$ cat src/design/lpec_pkg.sv
// Purpose: shared constants and types of the line performance error counters
// Assumes: 250 MHz system clock, 32-bit AHB-Lite register bus
// Notes:   register offsets are byte addresses, one word per register
package lpec_pkg;

    // ==========================================================
    // register map
    localparam int unsigned ADDR_W          = 8;
    localparam logic [7:0]  OFS_CONFIG      = 8'h00;
    localparam logic [7:0]  OFS_COMMAND     = 8'h04;
    localparam logic [7:0]  OFS_LCV_HI      = 8'h08;
    localparam logic [7:0]  OFS_LCV_LO      = 8'h0C;
    localparam logic [7:0]  OFS_PATH_HI     = 8'h10;
    localparam logic [7:0]  OFS_PATH_LO     = 8'h14;
    localparam logic [7:0]  OFS_SYNC_HI     = 8'h18;
    localparam logic [7:0]  OFS_SYNC_LO     = 8'h1C;
    localparam logic [7:0]  OFS_FEBE_HI     = 8'h20;
    localparam logic [7:0]  OFS_FEBE_LO     = 8'h24;
    localparam logic [7:0]  OFS_INT_STATUS  = 8'h28;
    localparam logic [7:0]  OFS_INT_MASK    = 8'h2C;

    localparam logic [2:0]  HSIZE_WORD      = 3'h2;
    localparam int unsigned CMD_MAN_UPD     = 0;

    // ==========================================================
    // interrupt bits
    localparam int unsigned INT_W           = 2;
    localparam int unsigned INT_UPDATE      = 0;
    localparam int unsigned INT_SAT         = 1;
    localparam logic [1:0]  INT_RST         = 2'h0;

    // ==========================================================
    // counters
    localparam int unsigned CNT_W           = 16;
    localparam int unsigned NUM_CNT         = 4;
    localparam int unsigned CNT_LCV         = 0;
    localparam int unsigned CNT_PATH        = 1;
    localparam int unsigned CNT_SYNC        = 2;
    localparam int unsigned CNT_FEBE        = 3;
    localparam int unsigned RUN_W           = 5;
    localparam logic [4:0]  ZERO_RUN_AMI    = 5'h10;
    localparam logic [4:0]  ZERO_RUN_B8ZS   = 5'h08;

    // ==========================================================
    // update timing
    localparam int unsigned CLK_MHZ         = 250;
    localparam int unsigned SEC_US          = 1000000;
    localparam int unsigned T1_INTV_US      = 42000;
    localparam int unsigned E1_INTV_US      = 62500;
    localparam int unsigned SEC_CYC         = SEC_US * CLK_MHZ;
    localparam int unsigned T1_INTV_CYC     = T1_INTV_US * CLK_MHZ;
    localparam int unsigned E1_INTV_CYC     = E1_INTV_US * CLK_MHZ;
    localparam int unsigned TMR_W           = 28;

    typedef enum logic [1:0] {
        UPD_OWN_SEC,
        UPD_INTERVAL,
        UPD_SHARED_SEC,
        UPD_MANUAL
    } lpec_upd_src_t;

    // counter_config word, bit 0 at the bottom
    typedef struct packed {
        logic          esf;
        logic          line_code_en;
        logic          e1_mode;
        lpec_upd_src_t upd_src;
        logic          count_fs;
        logic          fbit_mode;
        logic          cv_select;
    } lpec_cfg_t;

    localparam lpec_cfg_t CFG_RST = '0;

    // strobes and levels from the receive decoder and framer
    typedef struct packed {
        logic bit_stb;
        logic mark_pos;
        logic mark_neg;
        logic subst;
        logic crc_err;
        logic ft_err;
        logic fs_err;
        logic fps_err;
        logic fas_err;
        logic ebit_stb;
        logic ebit_val;
        logic mf_stb;
        logic sync_oos;
        logic receive_frame_loss;
        logic fas_search;
        logic crc4_search;
        logic cas_search;
    } lpec_frm_t;

endpackage

$ cat src/design/lpec_top.sv
// Purpose: per-port line performance error counters with AHB-Lite access
// Assumes: framer strobes are one-cycle pulses on SYS_CLK_I
// Notes:   shared second and manual update pins are asynchronous
//
// Behaviour
// - four counters, snapshot on second, 42ms/62.5ms interval or manual.
// - every counter stops at full scale and never wraps.
// - update may follow the shared one-second source or a manual input.
// - count same-polarity mark pairs, skipping B8ZS/HDB3 codewords if on.
// - E1 select bit 1 counts code violations, 0 counts bipolar ones.
// - line code counter ignores sync loss, saturates at 65535.
// - T1 excess zeros add runs of 16 zeros, or 8 with B8ZS.
// - T1 path counts CRC-6 in ESF, Ft (plus Fs optional) in D4.
// - T1 path counter held while receive frame loss is active.
// - E1 path counts CRC-4, held on FAS or CRC-4 sync loss only.
// - path, sync and E-bit counts read as high then low byte.
// - T1 multiframe mode counts out-of-sync multiframes despite frame loss.
// - T1 F-bit mode counts Ft or FPS errors, held in frame loss.
// - E1 sync counter counts FAS word errors unless loss or search.
// - E-bit counter adds one per received E-bit of zero.
// - E-bit counter E1 only, held on FAS or CRC-4 sync loss.
// - each automatic update boundary raises an interrupt.
`timescale 1ns/1ns
`default_nettype none
module lpec_top #(
    parameter int unsigned SEC_CYCLES = lpec_pkg::SEC_CYC,
    parameter int unsigned T1_CYCLES  = lpec_pkg::T1_INTV_CYC,
    parameter int unsigned E1_CYCLES  = lpec_pkg::E1_INTV_CYC
) (
    input  wire logic               SYS_CLK_I,
    input  wire logic               RST_I,
    input  wire logic               CE_I,
    input  wire logic               HSEL_I,
    input  wire logic [31:0]        HADDR_I,
    input  wire logic [1:0]         HTRANS_I,
    input  wire logic               HWRITE_I,
    input  wire logic [2:0]         HSIZE_I,
    input  wire logic [31:0]        HWDATA_I,
    input  wire logic               HREADY_I,
    output var  logic [31:0]        HRDATA_O,
    output var  logic               HREADYOUT_O,
    output var  logic               HRESP_O,
    input  wire lpec_pkg::lpec_frm_t FRM_I,
    input  wire logic               SHARED_SEC_I,
    input  wire logic               MANUAL_UPD_I,
    output var  logic               SEC_TICK_O,
    output var  logic               UPDATE_O,
    output var  logic               IRQ_O
);

    localparam int unsigned TW = lpec_pkg::TMR_W;
    localparam int unsigned CW = lpec_pkg::CNT_W;
    localparam int unsigned NC = lpec_pkg::NUM_CNT;

    // FAS or CRC-4 level alignment missing
    function automatic logic e1_sync_lost(input lpec_pkg::lpec_frm_t f);
        e1_sync_lost = f.receive_frame_loss | f.fas_search | f.crc4_search;
    endfunction

    typedef enum {
        BUS_IDLE,
        BUS_DATA,
        BUS_DONE
    } lpec_bus_st_t;

    lpec_bus_st_t                bus_q;
    logic [lpec_pkg::ADDR_W-1:0] addr_q;
    logic                        wr_q;
    logic                        wsize_ok_q;
    lpec_pkg::lpec_cfg_t         counter_config_q;
    logic [lpec_pkg::INT_W-1:0]  int_stat_q;
    logic [lpec_pkg::INT_W-1:0]  int_mask_q;
    logic [31:0]                 rd_d;
    logic                        wr_stb;
    logic                        sw_upd;
    logic [2:0]                  shr_sync_q;
    logic [2:0]                  man_sync_q;
    logic                        own_sec_tick;
    logic                        intv_tick;
    logic [TW-1:0]               intv_period;
    logic                        upd;
    logic                        auto_upd;
    logic                        last_pol_q;
    logic                        seen_mark_q;
    logic                        last_bpv_pol_q;
    logic                        seen_bpv_q;
    logic [lpec_pkg::RUN_W-1:0]  zero_run_q;
    logic [lpec_pkg::RUN_W-1:0]  zero_thresh;
    logic                        mark;
    logic                        bpv;
    logic                        cv;
    logic                        zero_hit;
    logic [NC-1:0]               evt;
    logic [NC-1:0]               sat;
    logic [CW-1:0]               hold [NC];

    // ==========================================================
    // AHB-Lite slave: one wait state, always OKAY
    always_ff @(posedge SYS_CLK_I)
    begin
        if (RST_I)
        begin
            bus_q      <= BUS_IDLE;
            addr_q     <= '0;
            wr_q       <= 1'b0;
            wsize_ok_q <= 1'b0;
            HRDATA_O   <= '0;
        end
        else if (CE_I)
        begin
            case (bus_q)
                BUS_IDLE, BUS_DONE:
                begin
                    if (HSEL_I && HREADY_I && HTRANS_I[1])
                    begin
                        bus_q      <= BUS_DATA;
                        addr_q     <= HADDR_I[lpec_pkg::ADDR_W-1:0];
                        wr_q       <= HWRITE_I;
                        wsize_ok_q <= (HSIZE_I == lpec_pkg::HSIZE_WORD);
                    end
                    else
                    begin
                        bus_q <= BUS_IDLE;
                    end
                end
                BUS_DATA:
                begin
                    bus_q <= BUS_DONE;
                    if (!wr_q)
                    begin
                        HRDATA_O <= rd_d;
                    end
                end
                default:
                begin
                    bus_q <= BUS_IDLE;
                end
            endcase
        end
    end

    assign HREADYOUT_O = (bus_q != BUS_DATA);
    assign HRESP_O     = 1'b0;
    assign wr_stb      = (bus_q == BUS_DATA) && wr_q && wsize_ok_q;
    assign sw_upd      = wr_stb && (addr_q == lpec_pkg::OFS_COMMAND)
                         && HWDATA_I[lpec_pkg::CMD_MAN_UPD];

    // ==========================================================
    // read multiplexer, unmapped offsets read zero
    always_comb
    begin
        rd_d = '0;
        case (addr_q)
            lpec_pkg::OFS_CONFIG:     rd_d[7:0] = counter_config_q;
            lpec_pkg::OFS_LCV_HI:     rd_d[7:0] = hold[lpec_pkg::CNT_LCV][15:8];
            lpec_pkg::OFS_LCV_LO:     rd_d[7:0] = hold[lpec_pkg::CNT_LCV][7:0];
            lpec_pkg::OFS_PATH_HI:    rd_d[7:0] = hold[lpec_pkg::CNT_PATH][15:8];
            lpec_pkg::OFS_PATH_LO:    rd_d[7:0] = hold[lpec_pkg::CNT_PATH][7:0];
            lpec_pkg::OFS_SYNC_HI:    rd_d[7:0] = hold[lpec_pkg::CNT_SYNC][15:8];
            lpec_pkg::OFS_SYNC_LO:    rd_d[7:0] = hold[lpec_pkg::CNT_SYNC][7:0];
            lpec_pkg::OFS_FEBE_HI:    rd_d[7:0] = hold[lpec_pkg::CNT_FEBE][15:8];
            lpec_pkg::OFS_FEBE_LO:    rd_d[7:0] = hold[lpec_pkg::CNT_FEBE][7:0];
            lpec_pkg::OFS_INT_STATUS: rd_d[lpec_pkg::INT_W-1:0] = int_stat_q;
            lpec_pkg::OFS_INT_MASK:   rd_d[lpec_pkg::INT_W-1:0] = int_mask_q;
            default:                  rd_d = '0;
        endcase
    end

    // ==========================================================
    // control registers
    always_ff @(posedge SYS_CLK_I)
    begin
        if (RST_I)
        begin
            counter_config_q <= lpec_pkg::CFG_RST;
            int_mask_q       <= lpec_pkg::INT_RST;
        end
        else if (CE_I && wr_stb)
        begin
            if (addr_q == lpec_pkg::OFS_CONFIG)
            begin
                counter_config_q <= lpec_pkg::lpec_cfg_t'(HWDATA_I[7:0]);
            end
            if (addr_q == lpec_pkg::OFS_INT_MASK)
            begin
                int_mask_q <= HWDATA_I[lpec_pkg::INT_W-1:0];
            end
        end
    end

    // ==========================================================
    // sticky status, write one to clear, a new event wins
    always_ff @(posedge SYS_CLK_I)
    begin
        if (RST_I)
        begin
            int_stat_q <= lpec_pkg::INT_RST;
        end
        else if (CE_I)
        begin
            int_stat_q[lpec_pkg::INT_UPDATE] <= upd ||
                (int_stat_q[lpec_pkg::INT_UPDATE] && !(wr_stb
                 && addr_q == lpec_pkg::OFS_INT_STATUS
                 && HWDATA_I[lpec_pkg::INT_UPDATE]));
            int_stat_q[lpec_pkg::INT_SAT] <= (|sat) ||
                (int_stat_q[lpec_pkg::INT_SAT] && !(wr_stb
                 && addr_q == lpec_pkg::OFS_INT_STATUS
                 && HWDATA_I[lpec_pkg::INT_SAT]));
        end
    end

    assign IRQ_O = |(int_stat_q & int_mask_q);

    // ==========================================================
    // synchronisers and edge detect for the update pins
    always_ff @(posedge SYS_CLK_I)
    begin
        if (RST_I)
        begin
            shr_sync_q <= '0;
            man_sync_q <= '0;
        end
        else if (CE_I)
        begin
            shr_sync_q <= {shr_sync_q[1:0], SHARED_SEC_I};
            man_sync_q <= {man_sync_q[1:0], MANUAL_UPD_I};
        end
    end

    // ==========================================================
    // update timers and source selection
    assign intv_period = counter_config_q.e1_mode ? TW'(E1_CYCLES)
                                                  : TW'(T1_CYCLES);

    lpec_tick_gen #(
        .W        (TW)
    ) u_sec_tmr (
        .clk_i    (SYS_CLK_I),
        .rst_i    (RST_I),
        .ce_i     (CE_I),
        .period_i (TW'(SEC_CYCLES)),
        .tick_o   (own_sec_tick)
    );

    lpec_tick_gen #(
        .W        (TW)
    ) u_intv_tmr (
        .clk_i    (SYS_CLK_I),
        .rst_i    (RST_I),
        .ce_i     (CE_I),
        .period_i (intv_period),
        .tick_o   (intv_tick)
    );

    always_comb
    begin
        auto_upd = 1'b0;
        upd      = 1'b0;
        case (counter_config_q.upd_src)
            lpec_pkg::UPD_OWN_SEC:
            begin
                auto_upd = own_sec_tick;
                upd      = own_sec_tick;
            end
            lpec_pkg::UPD_INTERVAL:
            begin
                auto_upd = intv_tick;
                upd      = intv_tick;
            end
            lpec_pkg::UPD_SHARED_SEC:
            begin
                upd = shr_sync_q[1] && !shr_sync_q[2];
            end
            lpec_pkg::UPD_MANUAL:
            begin
                upd = sw_upd || (man_sync_q[1] && !man_sync_q[2]);
            end
            default:
            begin
                upd = 1'b0;
            end
        endcase
    end

    always_ff @(posedge SYS_CLK_I)
    begin
        if (RST_I)
        begin
            SEC_TICK_O <= 1'b0;
            UPDATE_O   <= 1'b0;
        end
        else if (CE_I)
        begin
            SEC_TICK_O <= own_sec_tick;
            UPDATE_O   <= auto_upd;
        end
    end

    // ==========================================================
    // line code: polarity history and zero runs
    assign mark = FRM_I.bit_stb && (FRM_I.mark_pos || FRM_I.mark_neg);
    assign bpv  = mark && seen_mark_q && (FRM_I.mark_pos == last_pol_q)
                  && !(counter_config_q.line_code_en && FRM_I.subst);
    assign cv   = bpv && seen_bpv_q
                  && (FRM_I.mark_pos == last_bpv_pol_q);
    assign zero_thresh = counter_config_q.line_code_en
                         ? lpec_pkg::ZERO_RUN_B8ZS
                         : lpec_pkg::ZERO_RUN_AMI;
    assign zero_hit = FRM_I.bit_stb && !mark
                      && (zero_run_q == zero_thresh - 1'b1);

    always_ff @(posedge SYS_CLK_I)
    begin
        if (RST_I)
        begin
            last_pol_q     <= 1'b0;
            seen_mark_q    <= 1'b0;
            last_bpv_pol_q <= 1'b0;
            seen_bpv_q     <= 1'b0;
            zero_run_q     <= '0;
        end
        else if (CE_I && FRM_I.bit_stb)
        begin
            if (mark)
            begin
                last_pol_q  <= FRM_I.mark_pos;
                seen_mark_q <= 1'b1;
                zero_run_q  <= '0;
            end
            else if (zero_run_q != zero_thresh)
            begin
                zero_run_q <= zero_run_q + 1'b1;
            end
            if (bpv)
            begin
                last_bpv_pol_q <= FRM_I.mark_pos;
                seen_bpv_q     <= 1'b1;
            end
        end
    end

    // ==========================================================
    // event selection per counter
    always_comb
    begin
        evt = '0;
        if (counter_config_q.e1_mode)
        begin
            evt[lpec_pkg::CNT_LCV] = counter_config_q.cv_select
                                     ? cv : bpv;
            evt[lpec_pkg::CNT_PATH] = FRM_I.crc_err
                                      && !e1_sync_lost(FRM_I);
            evt[lpec_pkg::CNT_SYNC] = FRM_I.fas_err
                                      && !e1_sync_lost(FRM_I)
                                      && !FRM_I.cas_search;
            evt[lpec_pkg::CNT_FEBE] = FRM_I.ebit_stb && !FRM_I.ebit_val
                                      && !e1_sync_lost(FRM_I);
        end
        else
        begin
            evt[lpec_pkg::CNT_LCV] = bpv || (counter_config_q.cv_select
                                     && zero_hit);
            if (!FRM_I.receive_frame_loss)
            begin
                evt[lpec_pkg::CNT_PATH] = counter_config_q.esf
                    ? FRM_I.crc_err
                    : FRM_I.ft_err || (counter_config_q.count_fs
                                       && FRM_I.fs_err);
            end
            if (counter_config_q.fbit_mode)
            begin
                evt[lpec_pkg::CNT_SYNC] = !FRM_I.receive_frame_loss
                    && (counter_config_q.esf ? FRM_I.fps_err
                                             : FRM_I.ft_err);
            end
            else
            begin
                evt[lpec_pkg::CNT_SYNC] = FRM_I.mf_stb
                                          && FRM_I.sync_oos;
            end
        end
    end

    // ==========================================================
    // the four saturating counters, line code never inhibited
    for (genvar g = 0; g < NC; g++)
    begin : g_cnt
        lpec_sat_cnt #(
            .W      (CW)
        ) u_cnt (
            .clk_i  (SYS_CLK_I),
            .rst_i  (RST_I),
            .ce_i   (CE_I),
            .inc_i  (evt[g]),
            .snap_i (upd),
            .hold_o (hold[g]),
            .sat_o  (sat[g])
        );
    end

endmodule
`default_nettype wire

$ cat src/design/lpec_sat_cnt.sv
// Purpose: saturating event counter with snapshot holding register
// Assumes: inc and snap are one-cycle pulses on the same clock
// Notes:   an event in the snapshot cycle opens the next interval
`timescale 1ns/1ns
`default_nettype none
module lpec_sat_cnt #(
    parameter int unsigned W = 16
) (
    input  wire logic         clk_i,
    input  wire logic         rst_i,
    input  wire logic         ce_i,
    input  wire logic         inc_i,
    input  wire logic         snap_i,
    output var  logic [W-1:0] hold_o,
    output var  logic         sat_o
);

    localparam logic [W-1:0] MAX_VAL = '1;

    logic [W-1:0] count_q;

    // ==========================================================
    // accumulate, stop at full scale, hand over on snapshot
    always_ff @(posedge clk_i)
    begin
        if (rst_i)
        begin
            count_q <= '0;
            hold_o  <= '0;
            sat_o   <= 1'b0;
        end
        else if (ce_i)
        begin
            sat_o <= inc_i && !snap_i && (count_q == MAX_VAL - 1'b1);
            if (snap_i)
            begin
                hold_o  <= count_q;
                count_q <= inc_i ? {{(W-1){1'b0}}, 1'b1} : '0;
            end
            else if (inc_i && count_q != MAX_VAL)
            begin
                count_q <= count_q + 1'b1;
            end
        end
    end

endmodule
`default_nettype wire

$ cat src/design/lpec_tick_gen.sv
// Purpose: free-running interval timer giving one pulse per period
// Assumes: period_i at least 1, may change at any time
// Notes:   a shorter new period takes effect at once
`timescale 1ns/1ns
`default_nettype none
module lpec_tick_gen #(
    parameter int unsigned W = 28
) (
    input  wire logic         clk_i,
    input  wire logic         rst_i,
    input  wire logic         ce_i,
    input  wire logic [W-1:0] period_i,
    output var  logic         tick_o
);

    logic [W-1:0] cnt_q;

    // ==========================================================
    // count period_i cycles, pulse on the last one
    always_ff @(posedge clk_i)
    begin
        if (rst_i)
        begin
            cnt_q  <= '0;
            tick_o <= 1'b0;
        end
        else if (ce_i)
        begin
            if (cnt_q >= period_i - 1'b1)
            begin
                cnt_q  <= '0;
                tick_o <= 1'b1;
            end
            else
            begin
                cnt_q  <= cnt_q + 1'b1;
                tick_o <= 1'b0;
            end
        end
    end

endmodule
`default_nettype wire

$ cat config.mk
export PLATFORM = sky130hd
export DESIGN_NAME = lpec_top
export DESIGN_NICKNAME = d
export VERILOG_FILES = /design/src/design/lpec_pkg.sv /design/src/design/lpec_top.sv /design/src/design/lpec_sat_cnt.sv /design/src/design/lpec_tick_gen.sv
export SDC_FILE = /design/constraint.sdc
export NUM_CORES = 1
export LEC_CHECK = 0
export ABC_CLOCK_PERIOD_IN_PS = 4950
export BUFFER_PORTS_ARGS = -buffer_cell sky130_fd_sc_hd__buf_2
export CORE_MARGIN = 5
export CORE_UTILIZATION = 64
export DETAILED_ROUTE_END_ITERATION = 8
export GPL_TIMING_DRIVEN = 0
export PLACE_DENSITY = 0.91
export SLEW_MARGIN = 5
export SYNTH_ARGS = -nofsm -noshare
export SYNTH_HDL_FRONTEND = slang
export SYNTH_SLANG_ARGS = --single-unit
$ cat constraint.sdc
create_clock -name SYS_CLK_I -period 4.95 [get_ports SYS_CLK_I]
set_input_delay 0.495 -clock SYS_CLK_I [delete_from_list [all_inputs] [get_ports SYS_CLK_I]]
set_output_delay 0.495 -clock SYS_CLK_I [all_outputs]
set_load 0.05 [all_outputs]
==> Word-level counts from Yosys, hierarchy flattened <==
Cells that the tools add are included.
{ "classes": {"addsub": 9, "mul": 0, "div_mod_pow": 0, "magnitude_cmp": 2, "n_eq_ne": 31, "shifts": 0, "muxes": 33, "n_bitwise": 4, "n_reduce_logical": 85} }
{ "op_table": {"columns": ["op", "count"], "rows": [
  ["2-to-1 mux 16 bit", 8],
  ["adder 16 x 1 -> 16 bit, second input constant", 4],
  ["equality test 16 bit, second input constant", 4],
  ["equality test 32 x 2 -> 1 bit, second input constant", 2],
  ["inequality test 16 bit, second input constant", 4],
  ["case mux 32 bit (2 select lines)", 1],
  ["adder 28 x 1 -> 28 bit, second input constant", 2],
  ["2-to-1 mux 28 bit", 2],
  ["case mux 6 bit (9 select lines)", 1],
  ["logical AND 1 bit", 45],
  ["equality test 32 x 1 -> 1 bit, second input constant", 1],
  ["equality test 8 x 5 -> 1 bit, second input constant", 4],
  ["equality test 8 x 6 -> 1 bit, second input constant", 4],
  ["logical NOT 32 bit", 1],
  ["inequality test 32 x 2 -> 1 bit, second input constant", 1],
  [">= comparator 28 bit", 1],
  [">= comparator 28 bit, second input constant", 1],
  ["subtractor 24 x 1 -> 25 bit, second input constant", 1],
  ["2-to-1 mux 23 bit", 1],
  ["case mux 2 bit (11 select lines)", 1],
  ["AND reduction 2 bit", 10],
  ["equality test 8 x 4 -> 1 bit, second input constant", 2],
  ["2-to-1 mux 5 bit", 3],
  ["2-to-1 mux 1 bit", 13],
  ["23 further kinds", 47]
]} }
{ "word_totals": {"reg_bits": 269, "latch_bits": 0, "mem_bits_rw": 0, "mem_bits_ro": 0, "in_bits": 94, "out_inout_bits": 37, "elab_cells": 203, "n_memories": 0} }

==> Longest topological paths before layout <==
Gate-level depths: netlist (run 1).
{ "depth": {"ltp_word": 12, "mapped_depth": 11} }

==> Modules after synthesis <==
A second synthesis (run 1) with hierarchy kept.
{ "hier_totals": {"cells_unflattened": 1740, "hier_area_um2": 14176.1} }
{ "by_module_without_submodules": {"columns": ["module", "n_inst", "cells_each", "area_each_um2", "seq_area_each_um2"], "rows": [
  ["lpec_sat_cnt", 4, 194, 1551.5, 660.6],
  ["lpec_top", 1, 376, 3168.0, 980.9],
  ["lpec_tick_gen at u_sec_tmr", 1, 294, 2437.3, 580.6],
  ["lpec_tick_gen at u_intv_tmr", 1, 294, 2364.8, 580.6]
]} }

==> Worst setup path after synthesis (run 1) <==
No wires, ideal clock.
{ "synth_timing": {"kind": "reg-to-reg", "startpoint": "reg counter_config_q[5] (netlist bit)", "endpoint": "reg u_intv_tmr.cnt_q[10]", "setup_ns": 0.132, "arrival_time_ns": 2.511, "t_required_ns": 4.818, "setup_slack_ns": 2.307, "stages_incl_launch_ff": 12, "path_buffers": 3, "period_less_slack_ns": 2.643, "cell_sequence": "dfxtp_1 -> clkbuf_1 -> inv_1 -> ha_1 -> nand3_1 -> nor4_1 -> nand4_1 -> o311ai_0 -> and2_1 -> buf_2 -> buf_2 -> nor3_1"} }
{ "synth_via": {"elab_chain_cells": 4} }
{ "synth_lines": {"columns": ["element", "line", "text"], "rows": [
  ["from (decl)", "lpec_top.sv:70", "lpec_pkg::lpec_cfg_t counter_config_q;"],
  ["from (signal assigned)", "lpec_top.sv:175", "counter_config_q <= lpec_pkg::CFG_RST;"],
  ["from (signal assigned)", "lpec_top.sv:182", "counter_config_q <= lpec_pkg::lpec_cfg_t'(HWDATA_I[7:0]);"],
  ["2-to-1 mux 23 bit", "lpec_top.sv:232", "assign intv_period = counter_config_q.e1_mode ? TW'(E1_CYCLES)"],
  ["subtractor 24 x 1 -> 25 bit", "lpec_tick_gen.sv:29", "if (cnt_q >= period_i - 1'b1)"],
  [">= comparator 28 bit", "lpec_tick_gen.sv:29", null],
  ["2-to-1 mux 28 bit", "lpec_tick_gen.sv:29", null],
  ["to (signal assigned)", "lpec_tick_gen.sv:36", "cnt_q <= cnt_q + 1'b1;"],
  ["to (decl)", "lpec_tick_gen.sv:16", "logic [W-1:0] cnt_q;"]
]} }
No other way between the ends.
A chain may end at the register's enable or synchronous reset.

==> Worst setup path in the final report (run 1) <==
{ "layout_timing": {"startpoint": "reg counter_config_q[5] (netlist bit)", "endpoint": "reg u_intv_tmr.cnt_q[26]"} }
The elaborated chain is that of the path after synthesis.

==> results.yml, run 1 <==
outcome:
  status: "completed"
grt:
  first_global_vias: 11400
  antenna_found_initial: 0
  grt_use_total_pct: 33.5
  grt_use_met1_pct: 42.3
  grt_max_degree: 14
  grt_pass1_wl_um: 59300
  busiest_layer: "met2"
  gr-total-overflow: 0
  use_met2_pct: 54.9
  grtUsageMet3_pct: 5.52
sta:
  rsz0062_at_grt: "false"
  worst_slew_pin_slew_ps: 1150
  fin_crit_ps: 4280
  timing.final.crit_share_pct: 86.4
  max-slew-margin-rel_pct: 22.8
  setup_viol: 0
  clock_skew_ps: 20.8
  fmax_ghz: 0.234
  slew_violations: 0
  setup_tns_ps: 0
  hold_violations: 0
clock_tree:
  post_cts_buffers: 0
  cts_tree: "yes"
  cts_max_path_buffers: 3
  clk_latency_ps: 540
  holdBufCountCts: 0
  cts.sinks: 239
  cts_buffers: 26
  clk_pin_slew_ps: 60
  cts-htree-levels: 1
  cts_resized: 0
  clockRootBuffer: "clkbuf_16"
die:
  die_y_um: 147
  rows: 50
  ios: 131
  die_w_um: 147
  dieArea_um2: 21500
  start_util_pct: 64.4
  core-area_um2: 18500
route:
  via_per_inst: 6.46
  wl_um: 36800
  wire_per_inst_um: 20.0
  vias: 11900
  route.detailed.drc: 0
  first_pass_iters: 8
  drt_iter0_drc: 1200
  drtAntennaViolNets: 0
synthesis:
  async_flop_share_pct: 0
  synth_top_cell_by_area: "dfxtp_1"
  synth_top_area_share_pct: 40.1
  synth_cells: 1481
  avgSynthCellArea_um2: 8.06
  yosysWarnings: 0
  synth_area_um2: 11900
  synth_ff_type: "dfxtp_1"
  ys_ff_latch: 239
  synth_edf_count: 0
  seq_area_frac_synth_pct: 40.1
  synthDistinctLibCells: 78
  synth_area_leaders: "dfxtp_1 40%, nand2_1 7.4%, a21oi_1 5.0%"
setup_path:
  rrSetupSlack_ps: 670
  crit_required_ps: 5320
  slowest_delay_ps: 940
  r2r-end: "u_intv_tmr.cnt_q[26]"
  end_kind: "flip-flop"
  regToRegStartpoint: "counter_config_q[5]"
  cp_slowest_cell: "o311ai_0"
  setup.worst_path.class: "flip-flop to flip-flop"
  critical_path.cell_chain: "clkbuf_1, inv_1, ha_1, nand3_1, nor4_1, nand4_1, o311ai_0, and2_1, buf_2, buf_2, nor3_1"
  cp_max_fo: 10
  rr_worst_depth: 11
  critPathArrivalTime_ps: 4650
  start_kind: "flip-flop"
  startpoint: "counter_config_q[5]"
  endpoint: "u_intv_tmr.cnt_q[26]"
  crit_path_frequent_cell: "buf_2"
finish:
  final_cell_mix: "239 x dfxtp_1, 234 x nand2_1, 131 x nor2_1"
  drive_above_1_share_pct: 11.4
  nets: 1705
  syn2layout_area_growth_pct: 12.8
  final-seq-area_um2: 4780
  multi_input_area_um2: 6560
  fillCellCount: 1379
  final_core_util_pct: 72.7
  mostFrequentLayoutCell: "dfxtp_1"
pwr:
  p_int_uw: 3190
  clkPwrFrac_pct: 47.7
  switching_power_uw: 985
  vdd_drop_max_v: 0.000244
  switching_share_pct: 23.6
  seqPwrFrac_pct: 46.6
  p_leak_uw: 0.00491
  comb_power_share_pct: 5.7
  powerDensity_nw_per_um2: 310
place:
  port_buffers: 54
  hpwl_um: 26800
  gp_congestion: 1.03
job:
  drv_cap: 0
worst_hold_path:
  hold_path_class: "input port to flip-flop"
stage by stage:
stage	cells	power [uW]	cell area (um^2)	setup slack [ps]	hold WS (ps)
floorplan	1505	2140	12000	2310	433
global placement	1793	2210	12600	944	431
detailed placement	1793	2220	12600	852	440
CTS	1838	4160	13500	840	196
global route	1838	4260	13500	533	219
finish	1839	4170	13500	671	202
Yosys cell counts, types with 13 or more instances:
cell type and n:
dfxtp_1 239, nand2_1 234, nor2_1 131, a21oi_1 120
nand3_1 61, nor3_1 58, o21ai_0 55, nand4_1 50
clkbuf_1 42, xnor2_1 35, xor2_1 34, buf_2 32
inv_1 31, buf_4 29, mux2i_1 25, ha_1 24
and3_1 17, a31oi_1 16, a22oi_1 15, nor4_1 15
and2_1 14, and4_1 13
worst max-delay path, delay by kind of cell, from the launching register on:
| family | cells | cell delay (ps) |
|---|---|---|
| fa+ha+maj | 1 | 410 |
| buf+inv | 4 | 1370 |
| compound gates | 1 | 940 |
| flops | 1 | 630 |
| simple gates | 5 | 760 |
per-layer routing:
metal  wire length (um)  vias to the layer above
li1                   -                     5464
met1              14300                     5594
met2              16900                      688
met3               3480                      134
met4               2130                        0
met5                  0                        -
state kept, by name (all words and copies together), names as in the netlist, 3 cells and up:
name / flops
HRDATA_O: 8
g_cnt.u_cnt.hold_o: 64
man_sync_q: 3
counter_config_q: 8
u_intv_tmr.cnt_q: 28
g_cnt.u_cnt.sat_o: 4
zero_run_q: 5
shr_sync_q: 3
addr_q: 8
u_sec_tmr.cnt_q: 28
g_cnt.u_cnt.count_q: 64
cell type report:
type                            instances  area share, %
Multi-Input combinational cell       1124           48.7
Sequential cell                       239           35.5
Clock buffer                           34           5.44
Buffer                                111           4.21
Tap cell                              234           2.18
Timing Repair Buffer                   54           2.01
Clock inverter                         11          0.985
Inverter                               31          0.865
Antenna cell                            1         0.0186
worst min path at each step:
stage                                        start                  endpoint  slack [ps]  depth (start not counted)
after floorplan           g_cnt[2].u_cnt.hold_o[9]  g_cnt[2].u_cnt.hold_o[9]         430                          2
final                                   HADDR_I[1]                 addr_q[1]         200                          3
after global routing                      HWRITE_I                      wr_q         220                          3
after CTS                                 HWRITE_I                      wr_q         200                          3
after detailed placement               HRDATA_O[3]               HRDATA_O[3]         440                          2
after global placement                 HRDATA_O[6]               HRDATA_O[6]         430                          2
power groups by stage:
stage / registers [uW] / logic, uW / clock network [uW]
6_report: 1940 / 239 / 1990
5_1_grt: 1940 / 252 / 2070
4_1_cts: 1940 / 233 / 1980
3_5_place_dp: 1990 / 231 / 0
3_3_place_gp: 1990 / 228 / 0
2_1_floorplan: 1980 / 157 / 0
cells by family (layout without fill, tap and decap cells):
| logic type | Yosys count | after routing | synth area share [%] |
|---|---|---|---|
| xor gates and xnor gates | 69 | 69 | 5.07 |
| and+or+nand+nor | 664 | 664 | 27.3 |
| muxes | 27 | 27 | 2.47 |
| other | 1 | 26 | 0.0314 |
| AOI/OAI and AO/OA | 315 | 315 | 16.7 |
| DFF | 239 | 239 | 40.1 |
| buffers and inverters | 142 | 241 | 5.73 |
| adders and majority gates | 24 | 24 | 2.52 |
(Power assumes the default switching activity.)
==> inputs of run 2 (changes only) <==
RECOVER_POWER = 50   (was default)
==> run 2 against run 1 <==
Against the previous run:
- combinational power about the same
- register-to-register slack better by 50 ps
- sequential power about the same
==> results.yml, run 2 (synthesis gave the netlist of run 1 again) <==
grt:
  antenna_found_initial: 0
  first_global_vias: 11400
  gr-total-overflow: 0
  grt_use_total_pct: 33.5
  grt_pass1_wl_um: 59300
  grt_max_degree: 14
pwr:
  p_int_uw: 3190
  seqPwrFrac_pct: 46.6
  comb_power_share_pct: 5.7
  switching_power_uw: 982
  switching_share_pct: 23.5
  p_leak_uw: 0.00479
  powerDensity_nw_per_um2: 311
  vdd_drop_max_v: 0.000243
  clkPwrFrac_pct: 47.6
die:
  die_w_um: 147
  dieArea_um2: 21500
  rows: 50
  ios: 131
  die_y_um: 147
  core-area_um2: 18500
  start_util_pct: 64.4
setup_path:
  start_kind: "flip-flop"
  critPathArrivalTime_ps: 4590
  cp_max_fo: 10
  crit_required_ps: 5320
  rrSetupSlack_ps: 730
  end_kind: "flip-flop"
  setup.worst_path.class: "flip-flop to flip-flop"
clock_tree:
  post_cts_buffers: 0
  cts_resized: 0
  cts_max_path_buffers: 3
  clk_latency_ps: 540
  cts-htree-levels: 1
  cts_tree: "yes"
  holdBufCountCts: 0
  clockRootBuffer: "clkbuf_16"
  cts_buffers: 26
  clk_pin_slew_ps: 60
  cts.sinks: 239
sta:
  fmax_ghz: 0.237
  setup_viol: 0
  worst_slew_pin_slew_ps: 1250
  slew_violations: 0
  hold_violations: 0
  fin_crit_ps: 4220
  max-slew-margin-rel_pct: 15.2
  timing.final.crit_share_pct: 85.3
  clock_skew_ps: 19.4
  rsz0062_at_grt: "false"
  setup_tns_ps: 0
finish:
  final_cell_mix: "239 x dfxtp_1, 234 x nand2_1, 132 x nor2_1"
  drive_above_1_share_pct: 9.23
  fillCellCount: 1411
  syn2layout_area_growth_pct: 12.2
  finish.instance_area_um2: 13400
  nets: 1705
  antenna_cells: 0
  mostFrequentLayoutCell: "dfxtp_1"
  largestRegisters: "g_cnt.u_cnt.count_q: 64 flops, g_cnt.u_cnt.hold_o: 64 flops"
route:
  via_per_inst: 6.50
  wire_per_inst_um: 20.1
  vias: 12000
  wl_um: 36900
  first_pass_iters: 6
  route.detailed.drc: 0
  drtAntennaViolNets: 0
  drt_iter0_drc: 1198
place:
  hpwl_um: 26800
  port_buffers: 54
  gp_congestion: 1.03
  dpl_cell_area_um2: 12600
worst_hold_path:
  hold_path_class: "input port to flip-flop"
outcome:
  status: "completed"
job:
  drv_cap: 0
## run 2: cell count changes in the layout (fill, tap and decap cells not counted), moves of 2 or more
cell      before  now
buf_2         86   56
clkbuf_1      46   83
a21oi_2        2    0
buf_1          7    0
a21oi_1      120  122
## run 2: layout make-up
| type | instances | area, um^2 | area share (%) |
|---|---|---|---|
| multi-input cells | 1124 | 6530 | 48.8 |
| flip-flops and latches | 239 | 4780 | 35.7 |
| clock buffers | 34 | 732 | 5.47 |
| plain buffers | 111 | 544 | 4.07 |
| well taps | 234 | 293 | 2.19 |
| repair buffers | 54 | 255 | 1.91 |
| clock inverters | 11 | 133 | 0.991 |
| inverters | 31 | 116 | 0.869 |
## run 2: worst paths after layout
path	cells past startpoint	to	start
setup / recovery	11	u_intv_tmr.cnt_q[23]	counter_config_q[5]
hold / removal	3	addr_q[5]	HADDR_I[5]
setup reg to reg	11	u_intv_tmr.cnt_q[23]	counter_config_q[5]
hold reg to reg	2	HRDATA_O[3]	HRDATA_O[3]
## run 2: stage by stage
stage | cells | worst slack (ps) | util [%] | power (uW) | hold slack (ps)
2_1_floorplan | 1505 | 2310 | - | 2140 | 433
3_3_place_gp | 1793 | 944 | 68.0 | 2210 | 431
3_5_place_dp | 1793 | 852 | 68.0 | 2220 | 440
4_1_cts | 1838 | 840 | 72.7 | 4160 | 196
5_1_grt | 1838 | 533 | 72.3 | 4260 | 219
6_report | 1838 | 726 | 72.3 | 4170 | 201
## run 2: routing by layer
metal	vias to the layer above	track usage (%)	part of all wire, %
li1	5466	-	-
met1	5634	42.3	39
met2	699	54.9	45
met3	155	5.52	9.4
met4	0	18.2	6.1
met5	-	0	0
## run 2: worst max-delay path, stage by stage (launching register included)
cell      delay (ps)
dfxtp_1          620
clkbuf_1         480
inv_1            380
ha_1             410
nand3_1           90
nor4_1           240
nand4_1          120
o311ai_0         910
and2_1           230
buf_2            220
buf_2            260
nor3_1            80
## run 2: power by group through the flow
stage | clock, uW | sequential, uW | combinational [uW]
after floorplan | 0 | 1980 | 157
after global placement | 0 | 1990 | 228
after detailed placement | 0 | 1990 | 231
after CTS | 1980 | 1940 | 233
after global routing | 2070 | 1940 | 251
final | 1990 | 1940 | 238
